`src/pkg/spi_link_pkg.sv`:
```
/*
 Shared constants, types and the frame check function for the serial control link.
 Assumes a 25 MHz system clock on both ends of the link.
*/
`default_nettype none
package spi_link_pkg;

   // Frame layout
   localparam int FRAME_BITS = 32;
   localparam logic [5:0] FRAME_FALLS = 6'h20;
   localparam int SLIP_BIT = 31;
   localparam int DEV_ADDR_HI = 30;
   localparam int DEV_ADDR_LO = 29;
   localparam int REG_ADDR_HI = 28;
   localparam int REG_ADDR_LO = 24;
   localparam int DATA_HI = 23;
   localparam int DATA_LO = 8;
   localparam int ALARM_STAT_BIT = 29;
   localparam logic [1:0] READ_SYNC = 2'h2;
   localparam logic [7:0] CRC_POLY = 8'h07;
   localparam logic [7:0] CRC_INIT = 8'h00;
   localparam logic [7:0] CRC_BLANK = 8'h00;

   // Register addresses
   localparam logic [4:0] REG_NOP = 5'h00;
   localparam logic [4:0] REG_DATA = 5'h01;
   localparam logic [4:0] REG_RB_SELECT = 5'h02;
   localparam logic [4:0] REG_CONFIG = 5'h03;
   localparam logic [4:0] REG_DIAG_FLAGS = 5'h04;
   localparam logic [4:0] REG_STATUS = 5'h05;

   // Config fields
   localparam int CFG_CRC_EN = 0;
   localparam int CFG_MODE_LO = 1;
   localparam int CFG_MODE_HI = 2;
   localparam int CFG_ALARM_ON_CRC = 3;

   // Diagnostic flag and status positions
   localparam int FLAG_CRC = 0;
   localparam int FLAG_SLIP = 1;
   localparam int FLAG_COUNT = 2;
   localparam int STAT_SUMMARY = 0;
   localparam int STAT_ALARM = 1;

   // Reset values
   localparam logic RST_CRC_EN = 1'h1;
   localparam logic RST_ALARM_ON_CRC = 1'h1;
   localparam logic [15:0] RST_DATA = 16'h0000;
   localparam logic [4:0] RST_RB_SELECT = 5'h00;

   // Timing
   localparam int CLOCK_PERIOD_NS = 40;
   localparam int RESET_QUIET_US = 100;
   localparam int RESET_QUIET_CYCLES = (RESET_QUIET_US * 1000 + CLOCK_PERIOD_NS - 1)
      / CLOCK_PERIOD_NS;
   localparam logic [3:0] SCLK_HALF_CYCLES = 4'h8;

   typedef enum logic [1:0] {
      RB_TWO_STAGE,
      RB_AUTO_STATUS,
      RB_SHARED_STATUS,
      RB_ECHO
   } rb_mode_type;

   function automatic logic [7:0] crc8_of(input logic [23:0] bits);
      logic [7:0] c;
      logic fb;
      c = CRC_INIT;
      for (int i = 23; i >= 0; i--) begin
         fb = c[7] ^ bits[i];
         c = {c[6:0], 1'b0};
         if (fb) begin
            c = c ^ CRC_POLY;
         end
      end
      return c;
   endfunction : crc8_of

endpackage : spi_link_pkg
`default_nettype wire

```
`src/pkg/spi_link_if.sv`:
```
/*
 Four-wire serial link plus open-drain alarm between controller and device.
 Undriven data out and alarm lines are pulled high here.
*/
`timescale 1ns/1ps
`default_nettype none
interface spi_link_if;
   logic sclk;
   logic syncB;
   logic sdi;
   logic sdo;
   logic sdoOe;
   logic alarmOut;
   logic alarmOe;
   logic sdoLine;
   logic alarmB;

   assign sdoLine = sdoOe ? sdo : 1'b1;
   assign alarmB = alarmOe ? alarmOut : 1'b1;

   modport device (input sclk, input syncB, input sdi, output sdo, output sdoOe,
      output alarmOut, output alarmOe);
   modport host (output sclk, output syncB, output sdi, input sdoLine, input alarmB);
endinterface : spi_link_if
`default_nettype wire

```
`src/rtl/pin_sync.sv`:
```
/*
 Three-stage input synchroniser with agreement filter, one bit per lane.
 Assumes inputs are asynchronous to clock; output moves once stages two and three agree.
*/
`timescale 1ns/1ps
`default_nettype none
module pin_sync #(
   parameter int WIDTH = 1,
   parameter logic [WIDTH-1:0] INIT = '0
) (
   // System
   input wire logic clock,
   input wire logic rst_b,
   // Pins
   input wire logic [WIDTH-1:0] pinIn,
   output logic [WIDTH-1:0] level
);
   typedef struct packed {
      logic [WIDTH-1:0] s1;
      logic [WIDTH-1:0] s2;
      logic [WIDTH-1:0] s3;
      logic [WIDTH-1:0] lvl;
   } sync_state_type;

   sync_state_type r;
   sync_state_type next_r;

   always_comb begin
      next_r = r;
      next_r.s1 = pinIn;
      next_r.s2 = r.s1;
      next_r.s3 = r.s2;
      for (int i = 0; i < WIDTH; i++) begin
         if (r.s2[i] == r.s3[i]) begin
            next_r.lvl[i] = r.s3[i];
         end
      end
   end

   always_ff @(posedge clock or negedge rst_b) begin
      if (!rst_b) begin
         r <= {INIT, INIT, INIT, INIT};
      end else begin
         r <= next_r;
      end
   end

   assign level = r.lvl;
endmodule : pin_sync
`default_nettype wire

```
`src/rtl/spi_ctrl_device.sv`:
```
/*
 Device end of the serial control port: frame capture, checks, registers, readback.
 Assumes the link pins are asynchronous and slower than clock (half period of 4 cycles or more).
*/
`timescale 1ns/1ps
`default_nettype none
// Summary of operation
// RULE1 - Shift 32-bit frames in, MSB first
// RULE2 - Sample input data on serial clock fall
// RULE3 - CRC off: use 24 bits, drop last 8
// RULE4 - Frame: slip, device addr, reg addr, data, check
// RULE5 - Accept only when address bits match pins
// RULE6 - Check byte is CRC-8, poly x8+x2+x+1
// RULE7 - Controller sends 32 bits before raising select
// RULE8 - CRC on after reset; exactly 32 bits
// RULE9 - Bad check: discard, alarm low, flag error
// RULE10 - Flags clear by writing one; CRC bit 0
// RULE11 - Config bit decides if CRC drives alarm
// RULE12 - Returned frames also carry a check byte
// RULE13 - Top bit must invert next; else slip error
// RULE14 - Only 32 falling edges accepted; else flag
// RULE15 - Four readback modes selectable
// RULE16 - Two-stage read: select, then no-op frame
// RULE17 - Readback: 0b10, alarm, address, data, check
// RULE18 - Auto status every frame; off after reset
// RULE19 - Echo mode: alternate frames echo last write
// RULE20 - Controller waits 100 us after reset
// RULE21 - Failed frames leave registers unchanged
module spi_ctrl_device
   import spi_link_pkg::*;
(
   // System
   input wire logic clock,
   input wire logic rst_b,
   // Link
   spi_link_if.device link,
   // Address straps
   input wire logic devAddrPinLo,
   input wire logic devAddrPinHi,
   // User side
   output logic [15:0] dacData,
   output logic writeStrobe
);
   typedef struct packed {
      logic sclkPrev;
      logic selPrev;
      logic active;
      logic [5:0] falls;
      logic [31:0] rx;
      logic [31:0] tx;
      logic sdoOe;
      logic [15:0] dacData;
      logic writeStrobe;
      logic [4:0] rbSel;
      logic crcEn;
      rb_mode_type rbMode;
      logic alarmOnCrc;
      logic [2:0] flags;
      logic echoPhase;
      logic [4:0] lastAddr;
      logic [15:0] lastData;
      logic chosen;
      logic alarmOe;
   } dev_state_type;

   dev_state_type r;
   dev_state_type next_r;
   logic [4:0] pins;

   // Straps pass the same filter; they are sampled only when a frame ends
   pin_sync #(
      .WIDTH(5),
      .INIT(5'h03)
   ) u_sync (
      .clock(clock),
      .rst_b(rst_b),
      .pinIn({devAddrPinHi, devAddrPinLo, link.sdi, link.syncB, link.sclk}),
      .level(pins)
   );

   logic sclkL;
   logic selL;
   logic sdiL;
   logic [1:0] strapL;
   logic fall;
   logic rise;
   logic [15:0] statWord;
   logic [4:0] rdAddr;
   logic [15:0] rdData;
   logic [23:0] head;
   logic countOk;
   logic slipOk;
   logic addrOk;
   logic crcOk;
   logic frameOk;
   logic [2:0] setFlags;
   logic [2:0] clrFlags;
   logic [4:0] wAddr;
   logic [15:0] wData;
   logic [2:0] alarmMask;

   assign sclkL = pins[0];
   assign selL = pins[1];
   assign sdiL = pins[2];
   assign strapL = pins[4:3];

   always_comb begin
      next_r = r;
      next_r.writeStrobe = 1'b0;
      fall = r.sclkPrev & ~sclkL;
      rise = ~r.sclkPrev & sclkL;
      next_r.sclkPrev = sclkL;
      next_r.selPrev = selL;

      statWord = 16'h0000;
      statWord[STAT_SUMMARY] = |r.flags;
      statWord[STAT_ALARM] = r.alarmOe;

      // Readback source chosen by mode
      rdAddr = REG_STATUS; // RULE18
      unique case (r.rbMode) // RULE15
         RB_TWO_STAGE: rdAddr = r.rbSel; // RULE16
         RB_AUTO_STATUS: rdAddr = REG_STATUS;
         RB_SHARED_STATUS: rdAddr = REG_STATUS;
         RB_ECHO: rdAddr = r.echoPhase ? r.lastAddr : REG_STATUS; // RULE19
      endcase
      unique case (rdAddr)
         REG_DATA: rdData = r.dacData;
         REG_RB_SELECT: rdData = {11'h000, r.rbSel};
         REG_CONFIG: rdData = {12'h000, r.alarmOnCrc, r.rbMode, r.crcEn};
         REG_DIAG_FLAGS: rdData = {13'h0000, r.flags};
         REG_STATUS: rdData = statWord;
         default: rdData = 16'h0000;
      endcase
      if (r.rbMode == RB_ECHO && r.echoPhase) begin
         rdData = r.lastData; // RULE19
      end
      head = {READ_SYNC, r.alarmOe, rdAddr, rdData}; // RULE17

      countOk = (r.falls == FRAME_FALLS); // RULE14
      slipOk = r.rx[SLIP_BIT] != r.rx[DEV_ADDR_HI]; // RULE13
      addrOk = r.rx[DEV_ADDR_HI:DEV_ADDR_LO] == strapL; // RULE5
      // With the check off, the trailing byte is simply not looked at
      crcOk = ~r.crcEn | (crc8_of(r.rx[31:8]) == r.rx[7:0]); // RULE3 RULE6 RULE8
      frameOk = countOk & slipOk & crcOk;
      wAddr = r.rx[REG_ADDR_HI:REG_ADDR_LO]; // RULE4
      wData = r.rx[DATA_HI:DATA_LO];
      setFlags = 3'h0;
      clrFlags = 3'h0;

      if (r.selPrev & ~selL) begin
         // Frame start: first readback bit goes out before the first edge
         next_r.active = 1'b1;
         next_r.falls = 6'h00;
         next_r.tx = {head, crc8_of(head)}; // RULE12
         // Shared select: only the device picked by the last frame drives out
         next_r.sdoOe = (r.rbMode == RB_SHARED_STATUS) ? r.chosen : 1'b1;
         if (r.rbMode == RB_ECHO) begin
            next_r.echoPhase = ~r.echoPhase;
         end
      end else if (r.active & ~selL) begin
         if (fall) begin
            next_r.rx = {r.rx[30:0], sdiL}; // RULE1 RULE2
            if (r.falls != 6'h3F) begin
               next_r.falls = 6'(r.falls + 6'h01);
            end
         end
         if (rise && r.falls != 6'h00) begin
            next_r.tx = {r.tx[30:0], 1'b0};
         end
      end else if (r.active & selL) begin
         // Frame end: evaluate once select goes high
         next_r.active = 1'b0; // RULE7
         next_r.sdoOe = 1'b0;
         next_r.chosen = addrOk & countOk;
         setFlags[FLAG_COUNT] = ~countOk; // RULE14
         setFlags[FLAG_SLIP] = countOk & ~slipOk; // RULE13
         setFlags[FLAG_CRC] = countOk & slipOk & ~crcOk; // RULE9
         if (frameOk & addrOk) begin // RULE21
            next_r.lastAddr = wAddr;
            next_r.lastData = wData;
            unique case (wAddr)
               REG_DATA: begin
                  next_r.dacData = wData;
                  next_r.writeStrobe = 1'b1;
               end
               REG_RB_SELECT: next_r.rbSel = wData[4:0]; // RULE16
               REG_CONFIG: begin
                  next_r.crcEn = wData[CFG_CRC_EN];
                  next_r.rbMode = rb_mode_type'(wData[CFG_MODE_HI:CFG_MODE_LO]);
                  next_r.alarmOnCrc = wData[CFG_ALARM_ON_CRC]; // RULE11
                  next_r.echoPhase = 1'b0;
               end
               REG_DIAG_FLAGS: clrFlags = wData[2:0]; // RULE10
               default: ;
            endcase
         end
      end

      // A new error wins over a clear in the same frame
      next_r.flags = (r.flags & ~clrFlags) | setFlags; // RULE10
      alarmMask = 3'h7;
      alarmMask[FLAG_CRC] = next_r.alarmOnCrc; // RULE11
      next_r.alarmOe = |(next_r.flags & alarmMask); // RULE9
   end

   always_ff @(posedge clock or negedge rst_b) begin
      if (!rst_b) begin
         r <= '0;
         r.sclkPrev <= 1'b1;
         r.selPrev <= 1'b1;
         r.dacData <= RST_DATA;
         r.rbSel <= RST_RB_SELECT;
         r.crcEn <= RST_CRC_EN; // RULE8
         r.rbMode <= RB_TWO_STAGE; // RULE18
         r.alarmOnCrc <= RST_ALARM_ON_CRC;
      end else begin
         r <= next_r;
      end
   end

   assign link.sdo = r.tx[FRAME_BITS-1];
   assign link.sdoOe = r.sdoOe;
   // Open drain: only ever pulls low
   assign link.alarmOut = 1'b0;
   assign link.alarmOe = r.alarmOe;
   assign dacData = r.dacData;
   assign writeStrobe = r.writeStrobe;
endmodule : spi_ctrl_device
`default_nettype wire

```
`src/flat_wrapper.sv`:
```
// flat-port wrapper written by rule: the top's interface ports become plain ports
module spi_ctrl_device_flat import spi_link_pkg::*;
  (clock, rst_b, devAddrPinLo, devAddrPinHi, dacData, writeStrobe, link_sclk, link_syncB, link_sdi, link_sdo, link_sdoOe, link_alarmOut, link_alarmOe);
  spi_link_if link_i ();
  input wire logic clock;
  input wire logic rst_b;
  input wire logic devAddrPinLo;
  input wire logic devAddrPinHi;
  output logic [15:0] dacData;
  output logic writeStrobe;
  input wire logic [$bits(link_i.sclk)-1:0] link_sclk;
  input wire logic [$bits(link_i.syncB)-1:0] link_syncB;
  input wire logic [$bits(link_i.sdi)-1:0] link_sdi;
  output wire logic [$bits(link_i.sdo)-1:0] link_sdo;
  output wire logic [$bits(link_i.sdoOe)-1:0] link_sdoOe;
  output wire logic [$bits(link_i.alarmOut)-1:0] link_alarmOut;
  output wire logic [$bits(link_i.alarmOe)-1:0] link_alarmOe;
  assign link_i.sclk = link_sclk;
  assign link_i.syncB = link_syncB;
  assign link_i.sdi = link_sdi;
  assign link_sdo = link_i.sdo;
  assign link_sdoOe = link_i.sdoOe;
  assign link_alarmOut = link_i.alarmOut;
  assign link_alarmOe = link_i.alarmOe;
  spi_ctrl_device u_core (.clock(clock), .rst_b(rst_b), .link(link_i), .devAddrPinLo(devAddrPinLo), .devAddrPinHi(devAddrPinHi), .dacData(dacData), .writeStrobe(writeStrobe));
endmodule
```
`config.mk`:
```
export PLATFORM = sky130hd
export DESIGN_NAME = spi_ctrl_device_flat
export DESIGN_NICKNAME = d
export VERILOG_FILES = /design/src/pkg/spi_link_pkg.sv /design/src/pkg/spi_link_if.sv /design/src/rtl/pin_sync.sv /design/src/rtl/spi_ctrl_device.sv /design/src/flat_wrapper.sv
export SDC_FILE = /design/constraint.sdc
export NUM_CORES = 1
export LEC_CHECK = 0
export BUFFER_PORTS_ARGS = -buffer_cell sky130_fd_sc_hd__buf_2
export CAP_MARGIN = 0
export CORE_UTILIZATION = 45
export CTS_CLUSTER_DIAMETER = 50
export DETAILED_ROUTE_END_ITERATION = 10
export REMOVE_ABC_BUFFERS = 1
export SETUP_SLACK_MARGIN = 0.3
export SYNTH_ARGS = -nofsm -noshare
export SYNTH_HDL_FRONTEND = slang
export SYNTH_HIERARCHICAL = 1
export SYNTH_SLANG_ARGS = --single-unit
```
`constraint.sdc`:
```
create_clock -name clock -period 9.65 [get_ports clock]
set_input_delay 0.965 -clock clock [delete_from_list [all_inputs] [get_ports clock]]
set_output_delay 0.965 -clock clock [all_outputs]
set_load 0.01 [all_outputs]
```
Word-level counts from Yosys, hierarchy flattened
Cells that the tools add are included.
{ "word_totals": {"regBits": 147, "input_bits": 7, "out_inout_bits": 21, "elab_cells": 297} }
{ "classes": {"addsub": 1, "eq_ne": 24, "muxes": 104, "bitwise": 117, "n_reduce_logical": 24} }
{ "ops": {"columns": ["op", "n"], "rows": [
  ["$mux 8", 23],
  ["$mux 3", 55],
  ["$not 3->3", 47],
  ["$pmux 16 s5", 1],
  ["$mux 70", 1],
  ["$mux 27", 2],
  ["$mux 23", 2],
  ["$xor 1x1->1", 40],
  ["$mux 38", 1],
  ["$mux 33", 1],
  ["$mux 32", 1],
  ["$mux 26", 1],
  ["$mux 22", 1],
  ["$eq 5x2->1 const B", 4],
  ["$reduce_and 5->1", 4],
  ["$mux 17", 1],
  ["$mux 16", 1],
  ["$eq 5x3->1 const B", 3],
  ["$pmux 5 s3", 1],
  ["$reduce_bool 2->1", 7],
  ["$and 1x1->1", 11],
  ["$eq 5x1->1 const B", 2],
  ["$mux 10", 1],
  ["$mux 5", 2],
  ["other kinds (28)", 57]
]} }

Longest topological paths before layout
Gate-level depths: netlist of run 1.
{ "depth": {"depth_word": 72, "depth_mapped": 17, "depth_no_buf": 15} }

Modules after synthesis
The synthesis of run 1 kept the hierarchy.
{ "by_module_without_submodules": {"columns": ["module", "instances", "cells_each", "area_per_inst_um2", "seq_area_each_um2"], "rows": [
  ["spi_ctrl_device", 1, 649, 7170.6, 3183.1],
  ["pin_sync", 1, 30, 604.3, 510.5]
]} }

Worst setup path after synthesis of run 1
Ideal clock, no wire load.
{ "synth_path": {"kind": "flip-flop to flip-flop", "startpoint": "reg u_core/r[113] (netlist bit)", "endpoint": "reg u_core/dacData[10] (netlist name)", "setup_ns": 0.125, "t_arrival_ns": 3.887, "t_required_ns": 9.525, "path_slack_ns": 5.638, "path_stages_with_launch": 14, "n_path_buf": 2, "synth_period_minus_slack_ns": 4.012, "cell_sequence": "dfrtp_1 clkbuf_1 inv_1 ha_1 xnor2_1 xnor3_1 xnor3_1 or4_1 o22a_1 a211oi_4 o21ai_4 nor3_4 buf_8 mux2_4"} }
{ "synth_via": {"elab_chain_cells": 23, "word_cells_on_any_way": 46, "classes_between": "2 x eq/ne; 16 x mux; 27 x bitwise; 1 x reduce/logical"} }
{ "synth_lines": {"columns": ["item", "line_no", "source"], "rows": [
  ["start: declaration", "spi_ctrl_device.sv:66", "dev_state_type r;"],
  ["start signal: assignment", "spi_ctrl_device.sv:218", "r <= next_r;"],
  ["$xor 1x1->1", "spi_link_pkg.sv:70", "fb = c[7] ^ bits[i];"],
  ["$mux 3", "spi_link_pkg.sv:72", "if (fb) begin"],
  ["$not 3->3 (no source line)", null, null],
  ["$mux 3", "spi_link_pkg.sv:72", null],
  ["$not 3->3 (no source line)", null, null],
  ["$mux 3", "spi_link_pkg.sv:72", null],
  ["$xor 1x1->1", "spi_link_pkg.sv:70", null],
  ["$mux 3", "spi_link_pkg.sv:72", null],
  ["[7 not listed]", null, null],
  ["$mux 3", "spi_link_pkg.sv:72", null],
  ["$not 3->3 (no source line)", null, null],
  ["$mux 3", "spi_link_pkg.sv:72", null],
  ["$eq 8x8->1", "spi_ctrl_device.sv:144", "crcOk = ~r.crcEn | (crc8_of(r.rx[31:8]) == r.rx[7:0]);"],
  ["$or 1x1->1", "spi_ctrl_device.sv:144", null],
  ["$and 1x1->1", "spi_ctrl_device.sv:145", "frameOk = countOk & slipOk & crcOk;"],
  ["$and 1x1->1", "spi_ctrl_device.sv:179", "if (frameOk & addrOk) begin"],
  ["$reduce_and 5->1 (no source line) *", null, null]
]} }
Every way passes the cells marked *; elsewhere a longest branch is shown, timed or not.
A chain may end at the register's enable or synchronous reset.

Worst setup path after layout of run 1
{ "layout_path": {"startpoint": "reg u_core/r[112] (netlist bit)", "endpoint": "reg u_core/dacData[5] (netlist name)"} }
{ "layout_via": {"elab_chain_cells": 23, "word_cells_on_any_way": 43, "classes_between": "2 x eq/ne; 15 x mux; 25 x bitwise; 1 x reduce/logical"} }
{ "layout_lines": {"columns": ["item", "line_no"], "rows": [
  ["$xor 1x1->1", "spi_link_pkg.sv:70"],
  ["$mux 3", "spi_link_pkg.sv:72"],
  ["$not 3->3 (no source line)", null],
  ["$mux 3", "spi_link_pkg.sv:72"],
  ["$not 3->3 (no source line)", null],
  ["$mux 3", "spi_link_pkg.sv:72"],
  ["$xor 1x1->1", "spi_link_pkg.sv:70"],
  ["$mux 3", "spi_link_pkg.sv:72"],
  ["[7 not listed]", null],
  ["$mux 3", "spi_link_pkg.sv:72"],
  ["$not 3->3 (no source line)", null],
  ["$mux 3", "spi_link_pkg.sv:72"],
  ["$eq 8x8->1", "spi_ctrl_device.sv:144"],
  ["$or 1x1->1", "spi_ctrl_device.sv:144"],
  ["$and 1x1->1", "spi_ctrl_device.sv:145"],
  ["$and 1x1->1", "spi_ctrl_device.sv:179"],
  ["$reduce_and 5->1 (no source line) *", null]
]} }
Marked as above.

==> summary.md, run 1 <==
| Metric | Value |
|---|---|
| Worst-Margin Slew | `1.044 ns` |
| Std cell rows | `between 40 and 50` |
| Final Critical Period | `4.770 ns` |
| Terminus of the critical flop-to-flop path | `u_core/dacData[5]` |
| Most used DFF post-synth | `dfrtp_1` |
| Setup Buffers After CTS | `0` |
| Status | `finished, final reports clean` |
| Die Area | `about 18000 um2` |
| RSZ-0062 raised after global routing | `false` |
| Slew Viols, Final | `0` |
| R2R Path Start | `u_core/r[112]` |
| Top Ports | `28` |
| Initial core utilization | `46.55%` |
| DR iter-0 viols | `296` |
| Vias post-DR | `4973` |
| Average wire per standard cell | `about 18 um` |
| CTS Sinks | `147` |
| Maximum capacitance violations | `0` |
| Ys Warns | `6` |
| Die X | `133.4 um` |
| Drt pass-1 iters | `5` |
| Die Y | `133.4 um` |
| Fillers | `between 1000 and 1500` |
| Final Wtd Congestion | `0.8373` |
| Root Buffer | `clkbuf_16` |
| Worst setup SP type | `flip-flop` |
| R2r setup slk | `4.88 ns` |
| IO buf count | `26` |
| Arr. time, crit path | `5.07 ns` |
| Number of failing hold endpoints at the final stage | `0` |
| WHS Endpoint | `u_core/u_sync/next_r[7]` |
| Final TNS setup | `0 ns` |
| Clk pin slew, worst setup/hold paths | `roughly 0.060 ns` |
| First-pass GRT wire length | `26.85 mm` |
| Leak | `3.908 nW` |
| Crit end category | `flip-flop` |
| Layout area overhead | `9.720%` |
| Crit Path Category | `flip-flop to flip-flop` |
| Number of global-route vias before repair | `5119` |
| PD cells | `~170 nW/um2` |
| Hold Buf Count CTS | `0` |
| Clock Path Buffers | `2` |
| Initial antenna violation count | `0` |
| Finish-stage setup viols | `0` |
| Nets | `approximately 700` |
| GRT Util Overall | `between 15 and 20%` |
| Overall power | `1.459 mW` |
| Count of different cell masters after synthesis | `64` |
| Post-synth EDFFs | `0` |
| Hold Crit Start | `u_core/u_sync/next_r[12]` |
| Skew-Pair Late Insertion Delay | `0.41 ns` |
| Slew HR | `between 30% and 40%` |
| Synthesis-stage register bit count | `147` |
| DRC Markers | `0` |
| Area of the multi-input gates | `3714 um2` |
| Largest net degree at the start of global routing | `93` |
| Hold Crit Class | `flip-flop to flip-flop` |
| DP HPWL | `11.61 mm` |
| Period utilization | `49.43%` |
| Antenna cells | `0` |
| Synth Instances | `679` |
| Core area | `approximately 17000 um2` |
| Crit Path Max Fanout | `26` |
| ANT nets after route | `0` |
| Hold path depth | `0` |
| Worst endpoint required time | `9.95 ns` |
| GRT overflow | `0` |
| CTS Buf Count | `17` |
| H-tree depth | `4` |
| Synthesized area | `approximately 7800 um2` |
| Register area share after synthesis | `47.51%` |
| CTS tree | `done` |
| Sequential Area | `around 3700 um2` |
| Synthesized area per cell | `~11 um2` |
| Worst clock skew | `0.009033 ns` |
| Routed vias/inst | `roughly 5.5` |
| Layout cells sized above 1 | `23.29%` |
| Peak VDD IR | `0.1171 mV` |
| Async set-reset flop share out of synthesis | `100.0%` |
| Fmax | `around 210 MHz` |
| Worst R2R Path Depth | `11` |
| Post-CTS sizing | `0` |
| Drt total wl | `16.42 mm` |
[registers in the layout (all words and copies together), names as in the netlist]
name,cells
u_core/link.sdo,1
u_core/u_sync/r,5
u_core/u_sync/next_r,10
u_core/dacData,16
u_core/r,107
u_core/link.alarmOe,1
u_core/u_sync/level,5
u_core/link.sdoOe,1
u_core/writeStrobe,1
[cell type report]
type / instances / share of cell area [%]
multi-input cells: 459 / 43.53
flip-flops and latches: 147 / 43.30
clock buffers: 21 / 5.515
well taps: 220 / 3.227
repair buffers: 30 / 1.951
clock inverters: 11 / 1.643
inverters: 19 / 0.8360
[worst max-delay path, cell delays in order, from the launching register on]
cell      delay (ns)
dfrtp_1         0.48
inv_1           0.12
ha_1            0.31
xnor2_1         0.30
xnor3_1         0.42
xnor3_1         0.42
or4_1           0.42
o22a_1          0.25
a211oi_4        0.40
o21ai_4         0.28
nor3_4          0.83
mux2_2          0.42
[cell usage after synthesis (all sizes together), types with 4 or more instances]
| master | n | share of area, % |
|---|---|---|
| dfstp | 12 | 4.1 |
| dfrtp | 135 | 43 |
| a22oi | 13 | 1.3 |
| nand2 | 40 | 1.9 |
| maj3 | 5 | 0.72 |
| xor2 | 16 | 1.8 |
| a31oi | 4 | 0.32 |
| a21oi | 47 | 3.0 |
| a32oi | 5 | 0.56 |
| nand2b | 6 | 0.48 |
| nor2 | 56 | 2.7 |
| o21ai | 26 | 1.8 |
| o31ai | 4 | 0.39 |
| xnor2 | 70 | 7.9 |
| clkbuf | 27 | 1.3 |
| a222oi | 4 | 0.51 |
| and2 | 9 | 0.72 |
| buf | 27 | 2.5 |
| nand3 | 7 | 0.45 |
| ha | 13 | 2.1 |
| mux2 | 73 | 11 |
| xnor3 | 16 | 4.7 |
| inv | 19 | 0.92 |
[cell usage in the layout, fill, tap and decap left out, types with 5 or more instances in the layout]
cell / Yosys / layout
dfrtp_1: 135 / 135
xnor2_1: 70 / 70
mux2_2: 64 / 64
nor2_1: 56 / 56
a21oi_1: 47 / 47
nand2_1: 40 / 40
buf_2: 2 / 25
o21ai_0: 23 / 23
inv_1: 19 / 19
clkbuf_16: 0 / 17
xor2_1: 16 / 16
xnor3_1: 15 / 15
a22oi_1: 13 / 13
ha_1: 13 / 13
dfstp_2: 12 / 12
mux2_4: 9 / 9
and2_1: 7 / 7
nand3_1: 7 / 7
nand2b_1: 6 / 6
inv_6: 0 / 5
a32oi_1: 5 / 5
maj3_2: 5 / 5
[kinds of logic after synthesis]
| group | synth area share, % |
|---|---|
| DFF | 47.51 |
| and+or+nand+nor | 8.449 |
| adders and majority gates | 2.816 |
| AOI/OAI and AO/OA | 10.07 |
| buffers and inverters | 4.763 |
| muxes | 11.39 |
| other | 0.04823 |
| xor gates and xnor gates | 14.95 |
[routing by layer]
metal / routed length (um) / track usage [%] / share of wire, %
met5: 0 / 0 / 0
met4: 257 / 5.934 / 1.6
met3: 596 / 4.642 / 3.6
met2: 8212 / 32.81 / 50
met1: 7354 / 24.92 / 45
[power breakdown]
| group | leakage, nW | switching [mW] | total, mW | internal, mW |
|---|---|---|---|---|
| sequential | 1.90 | 0.0246 | 0.681 | 0.657 |
| clock | 0.298 | 0.263 | 0.672 | 0.408 |
| combinational | 1.71 | 0.0648 | 0.106 | 0.0408 |
| total | 3.91 | 0.353 | 1.46 | 1.11 |
[per-stage QoR]
step                      cell area [um2]  util, %  hold slack (ns)  setup slack [ns]  instances
final                                8531    51.08           0.3509             4.880        907
after global routing                 8531    51.08           0.3571             4.634        907
after CTS                            8531    51.08           0.3548             4.887        907
after detailed placement             7920    47.42           0.3403             4.901        875
after global placement               7920    47.42           0.3352             5.054        875
after floorplan                      7476        -           0.3312             5.437        625
[worst max path at each step]
stage | from | to | slack [ns]
after floorplan | u_core/r[113] | u_core/dacData[0] | 5.44
after global placement | u_core/r[113] | u_core/dacData[5] | 5.05
after detailed placement | u_core/r[112] | u_core/dacData[5] | 4.90
after CTS | u_core/r[112] | u_core/dacData[5] | 4.89
after global routing | u_core/r[112] | u_core/dacData[5] | 4.63
final | u_core/r[112] | u_core/dacData[5] | 4.88
No activity file was read; power rests on OpenSTA's default activity.
==> run 2: changes to the inputs <==
ABC_AREA = 1   (was unset)
clock period = 4.1 ns   (was 9.65 ns; I/O delays follow)
==> run 2 against run 1 <==
Against the previous run: clock power increased by 120%; power is 130% higher; critical endpoint is now u_core/r[57]; die area up 10%; clock-buffer cell count decreased by 1; largest cell class unchanged; sequential cell count is the same; register-to-register slack lost 4.3 ns; critical path type unchanged.
==> summary.md, run 2 <==
| Metric | Value |
|---|---|
| Final cell count without fillers | `1341 (+48%)` |
| Arr. time, crit path | `3.85 ns (-1.22 ns)` |
| Layout cells sized above 1 | `18.25% (-5.0 points)` |
| Most used DFF post-synth | `dfrtp_1` |
| Synth top area share | `39.44% (-4.0 points)` |
| Root Buffer | `clkbuf_16` |
| Largest register FFs | `107 (unchanged)` |
| Status | `finished, final reports clean` |
| Max stage delay on crit path | `0.40 ns (-0.43 ns)` |
| Top Ports | `28 (unchanged)` |
| ANT nets after route | `0 (unchanged)` |
| Clock Path Buffers | `2 (unchanged)` |
| Drt total wl | `20.26 mm (+23%)` |
| Reg power frac | `47.1% (+0.4 points)` |
| Period utilization | `85.59% (+36 points)` |
| Cell family with most CP delay | `simple AND/OR/NAND/NOR gates` |
| Internal power | `2.491 mW (+130%)` |
| Number of global-route vias before repair | `6579 (+29%)` |
| Nets | `1115 (+61%)` |
| Slew HR | `18.42% (-12 points)` |
| Worst path slowest cell | `dfrtp_1` |
| Clk pin slew, worst setup/hold paths | `0.06 ns (about the same)` |
| Skew-Pair Late Insertion Delay | `0.42 ns (about the same)` |
| Worst clock skew | `0.009513 ns (+0.0004793 ns)` |
| Final Critical Period | `3.509 ns (-1.261 ns)` |
| Hold path depth | `1 (+1)` |
| Die X | `140.0 um (+4.9%)` |
| Ys Warns | `6 (unchanged)` |
| Crit Path Category | `flip-flop to flip-flop` |
| Crit end category | `flip-flop` |
| Synthesized area per cell | `7.851 um2 (-31%)` |
| Finish-stage setup viols | `0 (unchanged)` |
| Leak | `4.546 nW (+16%)` |
| First-pass GRT wire length | `33.32 mm (+24%)` |
| Synth cell count leaders | `nand2_1 (344), dfrtp_1 (135), inv_1 (97)` |
| Layout area overhead | `9.699% (about the same)` |
| IO buf count | `26 (unchanged)` |
| Register area share after synthesis | `43.12% (-4.4 points)` |
| DRC Markers | `0 (unchanged)` |
| Clock network power share | `44.3% (-1.7 points)` |
| Commonest non-fill, non-tap cells in the layout | `nand2_1 (344), dfrtp_1 (135), inv_1 (97)` |
| Hold Crit Class | `input port to flip-flop` |
| CTS tree | `done` |
| Core area | `18710 um2 (+12%)` |
| Critical path buffers and inverters | `1 (unchanged)` |
| H-tree depth | `4 (unchanged)` |
| Switching Share | `25.90% (+1.7 points)` |
| Synthesized area | `8566 um2 (+10%)` |
| Commonest non-fill, non-tap cell in the layout | `nand2_1` |
| CTS Buf Count | `17 (unchanged)` |
| CP Depth | `24 (+13)` |
| Gate power share | `8.5% (+1.3 points)` |
| Most used cell, CP | `nand2_1` |
| Count of different cell masters after synthesis | `52 (-19%)` |
| CP cell instances | `inv_1, ha_2, nor2_1, nand2_1, o21ai_1, ha_2, nand2_1, nor2_4, nand3_1, nand2_1, xor2_2, xor2_1, or2_2, nand2_1, nand2_1, nand2_1, nand2_1, nand2_1, nand2_1, nand2_1, nand2_1, nand2_1, nand2_1, a21oi_1` |
| Die Y | `140.0 um (+4.9%)` |
| Worst R2R Path Depth | `24 (+13)` |
| RSZ-0062 raised after global routing | `false` |
| Top post-synthesis cells by area | `dfrtp_1 (39%), nand2_1 (15%), nand3_1 (4.7%)` |
| PD cells | `357.8 nW/um2 (+110%)` |
| GRT Util Overall | `21.67% (+2.2 points)` |
| GRT overflow | `0 (unchanged)` |
| Number of failing hold endpoints at the final stage | `0 (unchanged)` |
| Async set-reset flop share out of synthesis | `100.0% (unchanged)` |
| Hold Buf Count CTS | `0 (unchanged)` |
| Post-synth EDFFs | `0 (unchanged)` |
| Sw power | `0.8707 mW (+150%)` |
| Initial antenna violation count | `0 (unchanged)` |
| Worst setup SP type | `flip-flop` |
| Antenna cells | `0 (unchanged)` |
| DR iter-0 viols | `500 (+69%)` |
| Worst endpoint required time | `4.44 ns (-5.51 ns)` |
| Peak VDD IR | `0.2711 mV (+130%)` |
| Std cell rows | `50 (+6.4%)` |
| Synth Instances | `1091 (+61%)` |
| Routed vias/inst | `5.110 (-6.8%)` |
| Die Area | `19590 um2 (+10%)` |
| Slew Viols, Final | `0 (unchanged)` |
| Crit Path Max Fanout | `7 (-73%)` |
| Largest net degree at the start of global routing | `102 (+9.7%)` |
| Count leader, synth | `nand2_1` |
| Final Wtd Congestion | `0.8496 (+1.5%)` |
| Fmax | `285.0 MHz (+36%)` |
| Initial core utilization | `45.79% (-0.76 points)` |
| Average wire per standard cell | `15.11 um (-17%)` |
| Largest area contributor in the netlist | `dfrtp_1` |
| Vias post-DR | `6853 (+38%)` |
| Synthesis-stage register bit count | `147 (unchanged)` |
| DP HPWL | `14.39 mm (+24%)` |
| Drt pass-1 iters | `8 (+3)` |
| Post-Place Cells | `1306 (+49%)` |
| CTS Sinks | `147 (unchanged)` |
| R2r setup slk | `0.59 ns (-4.29 ns)` |
| Maximum capacitance violations | `0 (unchanged)` |
| Final TNS setup | `0 ns (unchanged)` |
| Worst-Margin Slew | `1.213 ns (+0.1686 ns)` |
| Most flop-heavy register | `u_core/r` |
[run 2: cell types whose count changed in the layout (fill, tap and decap cells not counted), moves of 42 or more]
cell,before,now
nand2_1,40,344
inv_1,19,97
nand3_1,7,81
mux2_2,64,0
xnor2_1,70,11
o21ai_0,23,79
nand2_2,0,42
[run 2: routing by layer]
layer  track usage [%]  wire (um)
met5                 0          0
met4             5.495        250
met3             4.137        699
met2             35.87       9656
met1             29.18       9650
[run 2: per-stage QoR]
stage	instance area [um2]	worst slack (ns)	utilization [%]	power (mW)	hold slack (ns)
floorplan	8230	0.09614	-	1.794	0.1144
global placement	8752	0.4572	46.79	1.899	0.3313
detailed placement	8752	0.4202	46.79	1.902	0.3347
CTS	9313	0.3870	49.79	3.410	0.06216
global route	9397	0.2771	50.23	3.514	0.05905
finish	9397	0.5907	50.23	3.362	0.07958
[run 2: what timing repair did]
item	in CTS	in global routing
setup endpoints to repair	0	19
resized for setup	0	5
buffers inserted	0	3
hold endpoints to repair	0	0
[run 2: final timing paths]
kind                                           from                  endpoint
hold / removal                           link_syncB  u_core/u_sync/next_r[11]
max in group asynchronous                     rst_b              u_core/r[30]
setup / recovery                       u_core/r[29]              u_core/r[57]
setup reg to reg                       u_core/r[29]              u_core/r[57]
hold reg to reg            u_core/u_sync/next_r[12]   u_core/u_sync/next_r[7]
min in group asynchronous                     rst_b              u_core/r[71]
[run 2: kinds of logic after synthesis]
family | Yosys count | synth area share [%]
simple gates | 547 | 28.92
compound gates | 175 | 12.37
buf+inv | 171 | 9.158
flops | 147 | 43.12
xor+xnor | 37 | 4.484
fa+ha+maj | 13 | 1.899
other cells | 1 | 0.04378
[run 2: layout make-up]
type                            count  area [um2]
Inverter                          117       449.2
Fill cell                        1832        9309
Sequential cell                   147        3694
Tap cell                          234       292.8
Multi-Input combinational cell    774        4136
Clock buffer                       20       456.7
Timing Repair Buffer               38       264.0
Clock inverter                     11       103.9
[run 2: power groups by stage]
stage	clock [mW]	combinational, mW	sequential (mW)
after CTS	1.53	0.294	1.59
after global placement	0	0.290	1.61
after floorplan	0	0.196	1.60
final	1.49	0.287	1.58
after global routing	1.58	0.332	1.60
after detailed placement	0	0.293	1.61
[run 2: worst reg2reg max path, cell delays in order (launching register included)]
cell     delay, ns
dfrtp_1       0.40
inv_1         0.12
ha_2          0.28
nor2_1        0.20
nand2_1       0.08
o21ai_1       0.12
ha_2          0.22
nand2_1       0.09
nor2_4        0.17
nand3_1       0.10
nand2_1       0.14
xor2_2        0.23
xor2_1        0.12
or2_2         0.33
nand2_1       0.11
nand2_1       0.08
nand2_1       0.06
nand2_1       0.06
nand2_1       0.12
nand2_1       0.08
nand2_1       0.07
nand2_1       0.04
nand2_1       0.05
nand2_1       0.05
a21oi_1       0.12
